$ cat config.mk
export PLATFORM = sky130hd
export DESIGN_NAME = memory_map_bank_decoder
export DESIGN_NICKNAME = d
export VERILOG_FILES = /design/src/mem_map_pkg.sv /design/src/code_bank_if.sv /design/src/code_bank_map.sv /design/src/memory_map_bank_decoder.sv
export VERILOG_INCLUDE_DIRS = /design/src /design/src/src
export SDC_FILE = /design/constraint.sdc
export NUM_CORES = 1
export LEC_CHECK = 0
export BUFFER_PORTS_ARGS = -buffer_cell sky130_fd_sc_hd__buf_2
export CORE_ASPECT_RATIO = 0.7
export CORE_MARGIN = 5
export CORE_UTILIZATION = 47
export CTS_CLUSTER_DIAMETER = 200
export CTS_CLUSTER_SIZE = 14
export DETAILED_ROUTE_END_ITERATION = 10
export GPL_TIMING_DRIVEN = 0
export PLACE_DENSITY_LB_ADDON = 0.3
export SETUP_SLACK_MARGIN = 0.1
export SKIP_LAST_GASP = 1
export SLEW_MARGIN = 0
export SYNTH_ARGS = -nofsm -noshare
export SYNTH_HDL_FRONTEND = slang
export SYNTH_SLANG_ARGS = --single-unit
$ cat constraint.sdc
create_clock -name mclk_i -period 4.08 [get_ports mclk_i]
set_input_delay 0.204 -clock mclk_i [delete_from_list [all_inputs] [get_ports mclk_i]]
set_output_delay 0.204 -clock mclk_i [all_outputs]
set_load 0.02 [all_outputs]
$ cat src/mem_map_regs.svh
// constants for the memory map and bank decoder
`ifndef MEM_MAP_REGS_SVH
`define MEM_MAP_REGS_SVH
`define PROG_BANK_SEL_ADDR   8'hf5
`define PROG_BANK_SEL_RESET  8'h11
`define FETCH_BANK_LSB       0
`define CONST_BANK_LSB       4
`define PROG_BANK_SEL_MASK   8'h33
`define STACK_PTR_ADDR       8'h81
`define PSW_ADDR             8'hd0
`define PSW_BANK_LSB         3
`define STACK_PTR_RESET      8'h07
`define UPPER_CODE_BIT       15
`define RESERVED_CODE_BASE   16'hfc00
`define LOWER_RAM_TOP        8'h7f
`define BIT_AREA_BASE        8'h20
`define EXT_RAM_AW           13
`endif

$ cat src/mem_map_pkg.sv
// types for the memory map and bank decoder
package mem_map_pkg;
  typedef logic [1:0] bank_t;
  typedef enum logic [1:0] {
    DST_IRAM = 2'b00,
    DST_SFR  = 2'b01,
    DST_NONE = 2'b10
  } data_dst_t;
  typedef enum logic [1:0] {
    STK_IDLE = 2'b00,
    STK_PUSH = 2'b01,
    STK_POP  = 2'b10
  } stack_op_t;
endpackage

$ cat src/code_bank_if.sv
// code address carried to the bank mapper
`timescale 1ns/10ps
interface code_bank_if;
  logic [15:0] addr;
  logic [1:0]  bank;
  logic        three_bank;
  logic [16:0] flat;
  logic        reserved;
  modport master (output addr, output bank, output three_bank, input flat, input reserved);
  modport mapper (input addr, input bank, input three_bank, output flat, output reserved);
endinterface

$ cat src/code_bank_map.sv
// maps one 16-bit code address to a 17-bit flash address
`timescale 1ns/10ps
`include "mem_map_regs.svh"
module code_bank_map
  import mem_map_pkg::*;
(
  code_bank_if.mapper cb
);
  logic upper;
  assign upper = cb.addr[`UPPER_CODE_BIT];
  // lower half always bank 0
  assign cb.flat = upper ? {cb.bank, cb.addr[14:0]} : {2'b00, cb.addr[14:0]};
  // top of bank 3 reserved on four bank part
  assign cb.reserved = upper && (cb.bank == 2'b11) && !cb.three_bank
                       && (cb.addr >= `RESERVED_CODE_BASE);
endmodule // code_bank_map

$ cat src/memory_map_bank_decoder.sv
// memory map, bank select register, register banks and stack pointer
`timescale 1ns/10ps
`include "mem_map_regs.svh"
module memory_map_bank_decoder
  import mem_map_pkg::*;
(
  input  wire logic        mclk_i,
  input  wire logic        rstn_i,
  input  wire logic        three_bank_i,
  input  wire logic [15:0] fetch_addr_i,
  input  wire logic        fetch_req_i,
  input  wire logic [15:0] const_addr_i,
  input  wire logic        const_req_i,
  input  wire logic        const_write_i,
  input  wire logic        flash_wr_en_i,
  input  wire logic        ext_req_i,
  input  wire logic        ext_write_i,
  input  wire logic [15:0] ext_addr_i,
  input  wire logic [15:0] exec_pc_i,
  input  wire logic        sfr_wr_i,
  input  wire logic [7:0]  sfr_addr_i,
  input  wire logic [7:0]  sfr_wdata_i,
  input  wire logic        data_req_i,
  input  wire logic        data_indirect_i,
  input  wire logic        data_bit_i,
  input  wire logic        data_use_reg_i,
  input  wire logic [2:0]  data_reg_i,
  input  wire logic [7:0]  data_addr_i,
  input  wire logic        ptr_sel_i,
  input  wire logic [7:0]  ptr_value_i,
  input  wire logic        push_i,
  input  wire logic        pop_i,
  output logic      [16:0] fetch_flash_addr_o,
  output logic             fetch_reserved_o,
  output logic      [16:0] const_flash_addr_o,
  output logic             const_reserved_o,
  output logic             const_flash_wr_o,
  output logic             ext_ram_sel_o,
  output logic [12:0]      ext_ram_addr_o,
  output logic             ext_flash_wr_o,
  output logic [7:0]       iram_addr_o,
  output logic             iram_sel_o,
  output logic             sfr_sel_o,
  output logic             bit_access_o,
  output logic [2:0]       bit_pos_o,
  output logic [7:0]       ptr_reg_addr_o,
  output logic [7:0]       stack_addr_o,
  output logic [7:0]       stack_pointer_o,
  output logic [7:0]       program_bank_select_o,
  output logic [1:0]       reg_bank_o
);
  logic [1:0]  fetch_bank_ff;
  logic [1:0]  const_bank_ff;
  logic [7:0]  stack_pointer_ff;
  logic        reg_bank_sel_lo_ff;
  logic        reg_bank_sel_hi_ff;
  logic [16:0] fetch_flash_addr_ff;
  logic        fetch_reserved_ff;
  logic [16:0] const_flash_addr_ff;
  logic        const_reserved_ff;
  logic        const_flash_wr_ff;
  logic        ext_ram_sel_ff;
  logic [12:0] ext_ram_addr_ff;
  logic        ext_flash_wr_ff;
  logic [7:0]  iram_addr_ff;
  logic        iram_sel_ff;
  logic        sfr_sel_ff;
  logic        bit_access_ff;
  logic [2:0]  bit_pos_ff;
  logic [7:0]  ptr_reg_addr_ff;
  logic [7:0]  stack_addr_ff;
  logic        three_bank_meta_ff;
  logic        three_bank_ff;
  logic [1:0]  reg_bank;
  logic        bank_wr;
  logic [7:0]  nxt_iram_addr;
  logic        nxt_iram_sel;
  logic        nxt_sfr_sel;
  logic [2:0]  nxt_bit_pos;
  logic [7:0]  nxt_program_bank_select;
  logic [7:0]  program_bank_select_ff;
  logic [1:0]  reg_bank_ff;
  logic        psw_wr;
  logic        sp_wr;
  code_bank_if fetch_cb ();
  code_bank_if const_cb ();

  // strap comes from a pin
  always_ff @(posedge mclk_i or negedge rstn_i) begin
    if (!rstn_i) begin
      three_bank_meta_ff <= 1'b0;
      three_bank_ff      <= 1'b0;
    end else begin
      three_bank_meta_ff <= three_bank_i;
      three_bank_ff      <= three_bank_meta_ff;
    end
  end

  // bank select register
  assign bank_wr = sfr_wr_i && (sfr_addr_i == `PROG_BANK_SEL_ADDR);
  always_ff @(posedge mclk_i or negedge rstn_i) begin
    if (!rstn_i) begin
      fetch_bank_ff <= bank_t'(`PROG_BANK_SEL_RESET >> `FETCH_BANK_LSB);
      const_bank_ff <= bank_t'(`PROG_BANK_SEL_RESET >> `CONST_BANK_LSB);
    end else if (bank_wr) begin
      const_bank_ff <= sfr_wdata_i[`CONST_BANK_LSB +: 2];
      if (!exec_pc_i[`UPPER_CODE_BIT]) begin
        fetch_bank_ff <= sfr_wdata_i[`FETCH_BANK_LSB +: 2];
      end
    end
  end

  // status word bank bits
  assign psw_wr = sfr_wr_i && (sfr_addr_i == `PSW_ADDR);
  always_ff @(posedge mclk_i or negedge rstn_i) begin
    if (!rstn_i) begin
      reg_bank_sel_lo_ff <= 1'b0;
      reg_bank_sel_hi_ff <= 1'b0;
    end else if (psw_wr) begin
      reg_bank_sel_lo_ff <= sfr_wdata_i[`PSW_BANK_LSB];
      reg_bank_sel_hi_ff <= sfr_wdata_i[`PSW_BANK_LSB + 1];
    end
  end
  assign reg_bank = {reg_bank_sel_hi_ff, reg_bank_sel_lo_ff};

  // code side mapping
  assign fetch_cb.addr       = fetch_addr_i;
  assign fetch_cb.bank       = fetch_bank_ff;
  assign fetch_cb.three_bank = three_bank_ff;
  assign const_cb.addr       = const_addr_i;
  assign const_cb.bank       = const_bank_ff;
  assign const_cb.three_bank = three_bank_ff;
  code_bank_map u_fetch_map (
    .cb (fetch_cb.mapper)
  );
  code_bank_map u_const_map (
    .cb (const_cb.mapper)
  );

  // fetch address capture
  always_ff @(posedge mclk_i or negedge rstn_i) begin
    if (!rstn_i) begin
      fetch_flash_addr_ff <= 17'h0_0000;
      fetch_reserved_ff   <= 1'b0;
    end else if (fetch_req_i) begin
      fetch_flash_addr_ff <= fetch_cb.flat;
      fetch_reserved_ff   <= fetch_cb.reserved;
    end
  end

  // constant reads and flash writes
  always_ff @(posedge mclk_i or negedge rstn_i) begin
    if (!rstn_i) begin
      const_flash_addr_ff <= 17'h0_0000;
      const_reserved_ff   <= 1'b0;
    end else if (const_req_i) begin
      const_flash_addr_ff <= const_cb.flat;
      const_reserved_ff   <= const_cb.reserved;
    end
  end

  // flash write pulse, never into the reserved area
  always_ff @(posedge mclk_i or negedge rstn_i) begin
    if (!rstn_i) begin
      const_flash_wr_ff <= 1'b0;
    end else begin
      const_flash_wr_ff <= const_req_i && const_write_i && !const_cb.reserved;
    end
  end

  // external data moves
  always_ff @(posedge mclk_i or negedge rstn_i) begin
    if (!rstn_i) begin
      ext_ram_sel_ff  <= 1'b0;
      ext_flash_wr_ff <= 1'b0;
    end else begin
      ext_flash_wr_ff <= ext_req_i && ext_write_i && flash_wr_en_i;
      ext_ram_sel_ff  <= ext_req_i && !(ext_write_i && flash_wr_en_i);
    end
  end

  // extended ram address, held between moves
  always_ff @(posedge mclk_i or negedge rstn_i) begin
    if (!rstn_i) begin
      ext_ram_addr_ff <= 13'h0000;
    end else if (ext_req_i) begin
      ext_ram_addr_ff <= ext_addr_i[`EXT_RAM_AW-1:0];
    end
  end

  // data address decode
  always_comb begin
    nxt_iram_addr = data_addr_i;
    nxt_iram_sel  = 1'b0;
    nxt_sfr_sel   = 1'b0;
    nxt_bit_pos   = 3'h0;
    if (!data_req_i) begin
      nxt_iram_sel = 1'b0;
    end else if (data_use_reg_i) begin
      nxt_iram_addr = {3'b000, reg_bank, data_reg_i};
      nxt_iram_sel  = 1'b1;
    end else if (data_bit_i) begin
      if (data_addr_i <= `LOWER_RAM_TOP) begin
        nxt_iram_addr = `BIT_AREA_BASE + {4'h0, data_addr_i[6:3]};
        nxt_iram_sel  = 1'b1;
      end else begin
        nxt_iram_addr = {data_addr_i[7:3], 3'b000};
        nxt_sfr_sel   = 1'b1;
      end
      nxt_bit_pos = data_addr_i[2:0];
    end else if (data_indirect_i) begin
      nxt_iram_addr = ptr_value_i;
      nxt_iram_sel  = 1'b1;
    end else if (data_addr_i <= `LOWER_RAM_TOP) begin
      nxt_iram_sel = 1'b1;
    end else begin
      nxt_sfr_sel = 1'b1;
    end
  end

  // data routing flags
  always_ff @(posedge mclk_i or negedge rstn_i) begin
    if (!rstn_i) begin
      iram_addr_ff <= 8'h00;
      iram_sel_ff  <= 1'b0;
      sfr_sel_ff   <= 1'b0;
    end else begin
      iram_addr_ff <= nxt_iram_addr;
      iram_sel_ff  <= nxt_iram_sel;
      sfr_sel_ff   <= nxt_sfr_sel;
    end
  end

  // bit or byte access flag
  always_ff @(posedge mclk_i or negedge rstn_i) begin
    if (!rstn_i) begin
      bit_access_ff <= 1'b0;
      bit_pos_ff    <= 3'h0;
    end else begin
      bit_access_ff <= data_req_i && data_bit_i;
      bit_pos_ff    <= nxt_bit_pos;
    end
  end

  // pointer register of the active bank
  always_ff @(posedge mclk_i or negedge rstn_i) begin
    if (!rstn_i) begin
      ptr_reg_addr_ff <= 8'h00;
    end else begin
      ptr_reg_addr_ff <= {3'b000, reg_bank, 2'b00, ptr_sel_i};
    end
  end

  // stack pointer, wraps over all 256 bytes
  assign sp_wr = sfr_wr_i && (sfr_addr_i == `STACK_PTR_ADDR);
  always_ff @(posedge mclk_i or negedge rstn_i) begin
    if (!rstn_i) begin
      stack_pointer_ff <= `STACK_PTR_RESET;
    end else if (push_i) begin
      stack_pointer_ff <= stack_pointer_ff + 8'h01;
    end else if (pop_i) begin
      stack_pointer_ff <= stack_pointer_ff - 8'h01;
    end else if (sp_wr) begin
      stack_pointer_ff <= sfr_wdata_i;
    end
  end

  // address of the current push or pop
  always_ff @(posedge mclk_i or negedge rstn_i) begin
    if (!rstn_i) begin
      stack_addr_ff <= 8'h00;
    end else if (push_i) begin
      stack_addr_ff <= stack_pointer_ff + 8'h01;
    end else if (pop_i) begin
      stack_addr_ff <= stack_pointer_ff;
    end
  end

  // status outputs, reserved bits zero
  always_comb begin
    nxt_program_bank_select                       = 8'h00;
    nxt_program_bank_select[`CONST_BANK_LSB +: 2] = const_bank_ff;
    nxt_program_bank_select[`FETCH_BANK_LSB +: 2] = fetch_bank_ff;
    nxt_program_bank_select = nxt_program_bank_select & `PROG_BANK_SEL_MASK;
  end

  always_ff @(posedge mclk_i or negedge rstn_i) begin
    if (!rstn_i) begin
      program_bank_select_ff <= `PROG_BANK_SEL_RESET;
    end else begin
      program_bank_select_ff <= nxt_program_bank_select;
    end
  end

  // active register bank seen by the core
  always_ff @(posedge mclk_i or negedge rstn_i) begin
    if (!rstn_i) begin
      reg_bank_ff <= 2'b00;
    end else begin
      reg_bank_ff <= reg_bank;
    end
  end

  assign fetch_flash_addr_o = fetch_flash_addr_ff;
  assign fetch_reserved_o   = fetch_reserved_ff;
  assign const_flash_addr_o = const_flash_addr_ff;
  assign const_reserved_o   = const_reserved_ff;
  assign const_flash_wr_o   = const_flash_wr_ff;
  assign ext_ram_sel_o      = ext_ram_sel_ff;
  assign ext_ram_addr_o     = ext_ram_addr_ff;
  assign ext_flash_wr_o     = ext_flash_wr_ff;
  assign iram_addr_o        = iram_addr_ff;
  assign iram_sel_o         = iram_sel_ff;
  assign sfr_sel_o          = sfr_sel_ff;
  assign bit_access_o       = bit_access_ff;
  assign bit_pos_o          = bit_pos_ff;
  assign ptr_reg_addr_o     = ptr_reg_addr_ff;
  assign stack_addr_o       = stack_addr_ff;
  assign stack_pointer_o    = stack_pointer_ff;
  assign program_bank_select_o = program_bank_select_ff;
  assign reg_bank_o         = reg_bank_ff;
endmodule // memory_map_bank_decoder

=== Word-level counts from Yosys, hierarchy flattened ===
Cells that the tools add are included.

* Add/subtract/negate cells: 3
* $lt $le $gt $ge: 3
* Equality and inequality tests: 5
* Multiplexer cells: 25
* Bitwise gates (word level): 1
* Reductions and logical operators: 22

{| class="wikitable"
|+ Operator list
! cell !! count
|-
| 8-bit 2-to-1 mux || 10
|-
| 17-bit 2-to-1 mux || 2
|-
| 16-bit greater-or-equal comparator, second input constant || 2
|-
| 8-bit == test, second input constant || 3
|-
| 1-bit logical AND || 16
|-
| 1-bit 2-to-1 mux || 10
|-
| 3-bit 2-to-1 mux || 3
|-
| 8-bit by 1-bit adder with 8-bit output, second input constant || 1
|-
| 8-bit by 7-bit less-or-equal comparator with 1-bit output, second input constant || 1
|-
| 8-bit by 1-bit subtractor with 8-bit output, second input constant || 1
|-
| 6-bit by 4-bit adder with 7-bit output, first input constant || 1
|-
| 2-bit == test, second input constant || 2
|-
| 1-bit logical NOT || 3
|-
| 3-bit nonzero test || 1
|-
| 2-bit AND reduction || 1
|-
| 2-bit nonzero test || 1
|-
| 1-bit NOT || 1
|}

* Register bits: 99
* Logic and storage cells: 83

=== Longest topological paths before layout ===
* Word-level depth: 6
* Gate-level depth with buffers: 7

=== By module ===
Synthesis repeated with hierarchy kept, for this count alone.

* Cell total of the unflattened synthesis: 384
* Area, all modules: 4580.6 um^2

{| class="wikitable"
|+ By module, submodules not included
! module !! instances !! cells an instance !! area an instance (um^2) !! seq. area each (um^2)
|-
| memory_map_bank_decoder || 1 || 342 || 4280.4 || 2436.1
|-
| code_bank_map || 2 || 21 || 150.1 || 0.0
|}

=== Worst setup path before layout ===
No wires, ideal clock.

* Path type: register to register
* Start point: register stack_pointer_ff[4], in the netlist stack_pointer_o[4]
* End point: register stack_pointer_ff[5], in the netlist stack_pointer_o[5]
* Data arrival time: 1.611 ns
* Required time: 3.949 ns
* Slack: 2.338 ns
* Stages on the path, launching flop included: 7
* Path buffers: 1
* Clock period less this slack: 1.742 ns
* Cell sequence: dfrtp_1 buf_2 or3_4 o311ai_0 o21ai_0 a21boi_0 o22ai_1

* Cells in the longest elaborated chain, start to end: 3
* Elaborated cells on any way between the ends: 4
* Those cells by class: 2 x add/sub; 2 x mux

{| class="wikitable"
|+ Ends and longest elaborated chain
! what !! RTL line !! source
|-
| start, declared || memory_map_bank_decoder.sv:54 || <nowiki>logic [7:0] stack_pointer_ff;</nowiki>
|-
| start signal, assigned || memory_map_bank_decoder.sv:258 || <nowiki>stack_pointer_ff <= `STACK_PTR_RESET;</nowiki>
|-
| start signal, assigned || memory_map_bank_decoder.sv:260 || <nowiki>stack_pointer_ff <= stack_pointer_ff + 8'h01;</nowiki>
|-
| start signal, assigned || memory_map_bank_decoder.sv:262 || <nowiki>stack_pointer_ff <= stack_pointer_ff - 8'h01;</nowiki>
|-
| 8-bit by 1-bit subtractor with 8-bit output || memory_map_bank_decoder.sv:262 ||
|-
| 8-bit 2-to-1 mux || memory_map_bank_decoder.sv:261 || <nowiki>end else if (pop_i) begin</nowiki>
|-
| 8-bit 2-to-1 mux * || memory_map_bank_decoder.sv:259 || <nowiki>end else if (push_i) begin</nowiki>
|}

Mark *: on every way between the ends. The rest lies on a longest branch, timed or not.
A chain may end at the register's enable or synchronous reset.

=== Worst setup path in the final report ===
* Start point: register stack_pointer_ff[0], in the netlist stack_pointer_o[0]
* End point: register stack_pointer_ff[5], in the netlist stack_pointer_o[5]

The elaborated chain is that of the path after synthesis.

==> flow_metrics.py <==
metrics = {
    "routing": {
        "wl_per_cell_microns": 16.0,
        "ant_nets": 0,
        "drt_iter0_drc": 204,
        "drc_errors": 0,
        "vias_per_cell": 5.02,
        "num_vias": 3469,
        "drt-total-wl_microns": 11100,
        "dr.pass1.iters": 4,
    },
    "floorplanning": {
        "ioPinCount": 216,
        "die-area_sq_um": 11100,
        "core_area_sq_um": 8960,
        "die_w_microns": 124,
        "die_h_microns": 89.8,
        "start_util_pct": 47.7,
        "num_rows": 29,
    },
    "setup_path": {
        "cp-end-kind": "register",
        "crit_path_start_kind": "register",
        "path_class": "reg -> reg",
        "rr_worst_depth": 6,
        "crit_arrival_ns": 2.18,
        "path_buf_inv": 1,
        "crit_path_max_fanout": 10,
        "required_ns": 4.33,
        "slowest_stage": "dfstp_2",
        "cp.depth": 6,
        "cp_top_family": "flip-flops",
        "slowest_delay_ns": 0.56,
        "path_cells": "clkbuf_1, nand4_1, nor3_1, o21ai_0, a21boi_0, o22ai_1",
    },
    "grt": {
        "antenna_found_initial": 0,
        "grt_pass1_wl_microns": 17900,
        "grt_max_degree": 51,
        "grt_pass1_vias": 3639,
        "grtUsageTotal_pct": 20.1,
        "grt_overflow": 0,
    },
    "clock_tree": {
        "cts-root-buf": "clkbuf_16",
        "htreeDepth": 3,
        "cts_buffer_depth": 2,
        "clkLatencyLatePin_ns": 0.33,
        "clk_pin_slew_ns": 0.07,
        "tritoncts": "done",
        "clock-sinks": 97,
        "numCtsBuffers": 9,
        "cts_resized": 0,
    },
    "run": {
        "max-cap-violations": 0,
    },
    "synthesis": {
        "synth_area_sq_um": 4280,
        "synth_area_per_cell_sq_um": 12.1,
        "netlist_top_cells_area": "dfrtp_1, mux2_2, dfstp_2",
        "synth_top_cell_by_area": "dfrtp_1",
        "seq_area_frac_synth_pct": 57.0,
        "synth_edf_count": 0,
        "yosysWarnings": 0,
        "yosys.area.top_type_share_pct": 52.7,
        "syn_inst": 354,
        "async_reset_ff_share_pct": 100,
        "synth.distinct_cells": 49,
        "synth_ff_type": "dfrtp_1",
        "synth_seq_cells": 97,
    },
    "timing": {
        "period_share_pct": 47.3,
        "fmax_mhz": 519,
        "slew_headroom_pct": 56.2,
        "fin_skew_ns": 0.00957,
        "finalCriticalPeriod_ns": 1.93,
        "hold_violations": 0,
        "tightest_slew_ns": 0.656,
        "setup_violations": 0,
        "fin_tns_setup_ns": 0,
        "rsz0062_at_grt": "false",
        "drv_slew": 0,
    },
    "placement": {
        "routabilityCongestion": 0.899,
        "io_buffers": 185,
        "placed_area_sq_um": 5420,
        "hpwl_microns": 8680,
    },
    "finish": {
        "final_nets": 680,
        "syn_to_final_growth_pct": 34.1,
        "fillers": 798,
        "postLayoutCellArea_sq_um": 5740,
        "num_antenna_cells": 0,
        "multi_input_area_sq_um": 1660,
        "regArea_sq_um": 2440,
        "drive_gt1_share_pct": 49.9,
    },
    "min_path": {
        "hold_depth": 3,
        "hold_class": "in -> reg",
    },
    "run_status": {
        "outcome": "completed",
    },
    "power_and_ir_drop": {
        "powerDensity_nw_per_um2": 475,
        "power_leakage_nw": 2.86,
        "max-vdd-ir-drop_mv": 0.233,
    },
}
-- flip-flops by register name, summed over array words and instances, names as in the netlist, 2 cells and up --
signal,cells
bit_pos_o,3
fetch_bank_ff,2
ptr_reg_addr_o,2
const_bank_ff,2
const_flash_addr_o,17
ext_ram_addr_o,13
stack_addr_o,8
iram_addr_o,8
fetch_flash_addr_o,17
stack_pointer_o,8
program_bank_select_o,4
-- layer usage --
metal / share of wire [%] / vias up / global-route usage, %
met1: 41 / 1681 / 25.4
met3: 9.1 / 15 / 6.71
met4: 1.4 / 0 / 5.20
li1: - / 1634 / -
met5: 0 / - / 0
met2: 48 / 139 / 33.1
-- cell usage in the layout (no fill, tap or decap), types with 4 or more instances in the layout --
cell	count
inv_1	15
clkbuf_16	9
nor3_1	4
nand3_1	8
nor2_1	12
mux2_2	51
clkbuf_1	15
nand2_1	23
dfrtp_1	90
nor2b_1	5
nand4_1	4
dfstp_2	7
conb_1	9
buf_2	188
and2_1	4
mux2i_1	15
xnor2_1	6
a21oi_1	9
buf_4	12
o21ai_0	25
-- report_power, final --
| group | internal (mW) | total, mW | switching (mW) | leakage (nW) |
|---|---|---|---|---|
| clock network | 0.477 | 0.822 | 0.345 | 0.137 |
| registers | 1.09 | 1.16 | 0.0721 | 1.18 |
| logic | 0.293 | 0.740 | 0.447 | 1.54 |
| total | 1.86 | 2.72 | 0.864 | 2.86 |
-- cell usage after synthesis (3+ instances only) --
library cell	instances
dfrtp_1	90
mux2_2	51
o21ai_0	25
nand2_1	23
inv_1	15
mux2i_1	15
clkbuf_1	12
nor2_1	12
buf_4	11
a21oi_1	9
nand3_1	8
dfstp_2	7
xnor2_1	6
nor2b_1	5
and2_1	4
buf_2	4
nand4_1	4
nor3_1	4
a21boi_0	3
a22oi_1	3
nor4_1	3
o22ai_1	3
or2_2	3
xor2_1	3
-- cell families (layout without fill, tap and decap cells) --
group	after synthesis	in the layout	synth area share [%]
other cells	1	9	0.0877
buf+inv	44	249	4.94
flops	97	97	57.0
xor+xnor	9	9	1.84
mux	66	66	16.9
simple gates	78	78	9.95
compound gates	57	57	8.69
fa+ha+maj	2	2	0.585
-- path summary, 6_finish.rpt --
| check | from | end | slack [ns] |
|---|---|---|---|
| hold reg to reg | three_bank_meta_ff | const_cb.three_bank | 0.36 |
| setup reg to reg | stack_pointer_o[0] | stack_pointer_o[5] | 2.15 |
| setup / recovery | stack_pointer_o[0] | stack_pointer_o[5] | 2.15 |
| hold / removal | const_write_i | const_flash_wr_o | 0.08 |
| max in group asynchronous | rstn_i | program_bank_select_o[0] | 2.93 |
| min in group asynchronous | rstn_i | bit_access_o | 0.44 |
-- stage by stage --
step                      hold WS (ns)  power, mW  std cells  setup WS [ns]  util (%)
after CTS                       0.0525       2.75        691           2.18      64.0
after floorplan                -0.0916       1.64        362           2.34         -
after global placement           0.315       1.88        671           1.87      60.1
after detailed placement         0.277       1.92        672           2.20      60.4
final                           0.0840       2.72        691           2.15      64.0
after global routing            0.0879       2.87        691           2.00      64.0
-- cell type report --
class / instances / share of cell area, %
plain buffers: 29 / 2.71
clock buffers: 12 / 4.12
clock inverters: 4 / 0.894
inverters: 15 / 0.982
multi-input cells: 221 / 28.9
flip-flops and latches: 97 / 42.5
well taps: 124 / 2.71
repair buffers: 189 / 17.2
-- worst reg2reg max path, stage by stage (launching register included) --
cell and delay [ns]:
dfstp_2 0.56, clkbuf_1 0.36, nand4_1 0.22, nor3_1 0.32
o21ai_0 0.13, a21boi_0 0.13, o22ai_1 0.12
-- what timing repair did --
item                                   4_1_cts  5_1_grt
hold buffers                                 3        0
setup buffers                                0        0
endpoints found under the hold margin       51        0
No activity file was read; power rests on OpenSTA's default activity.
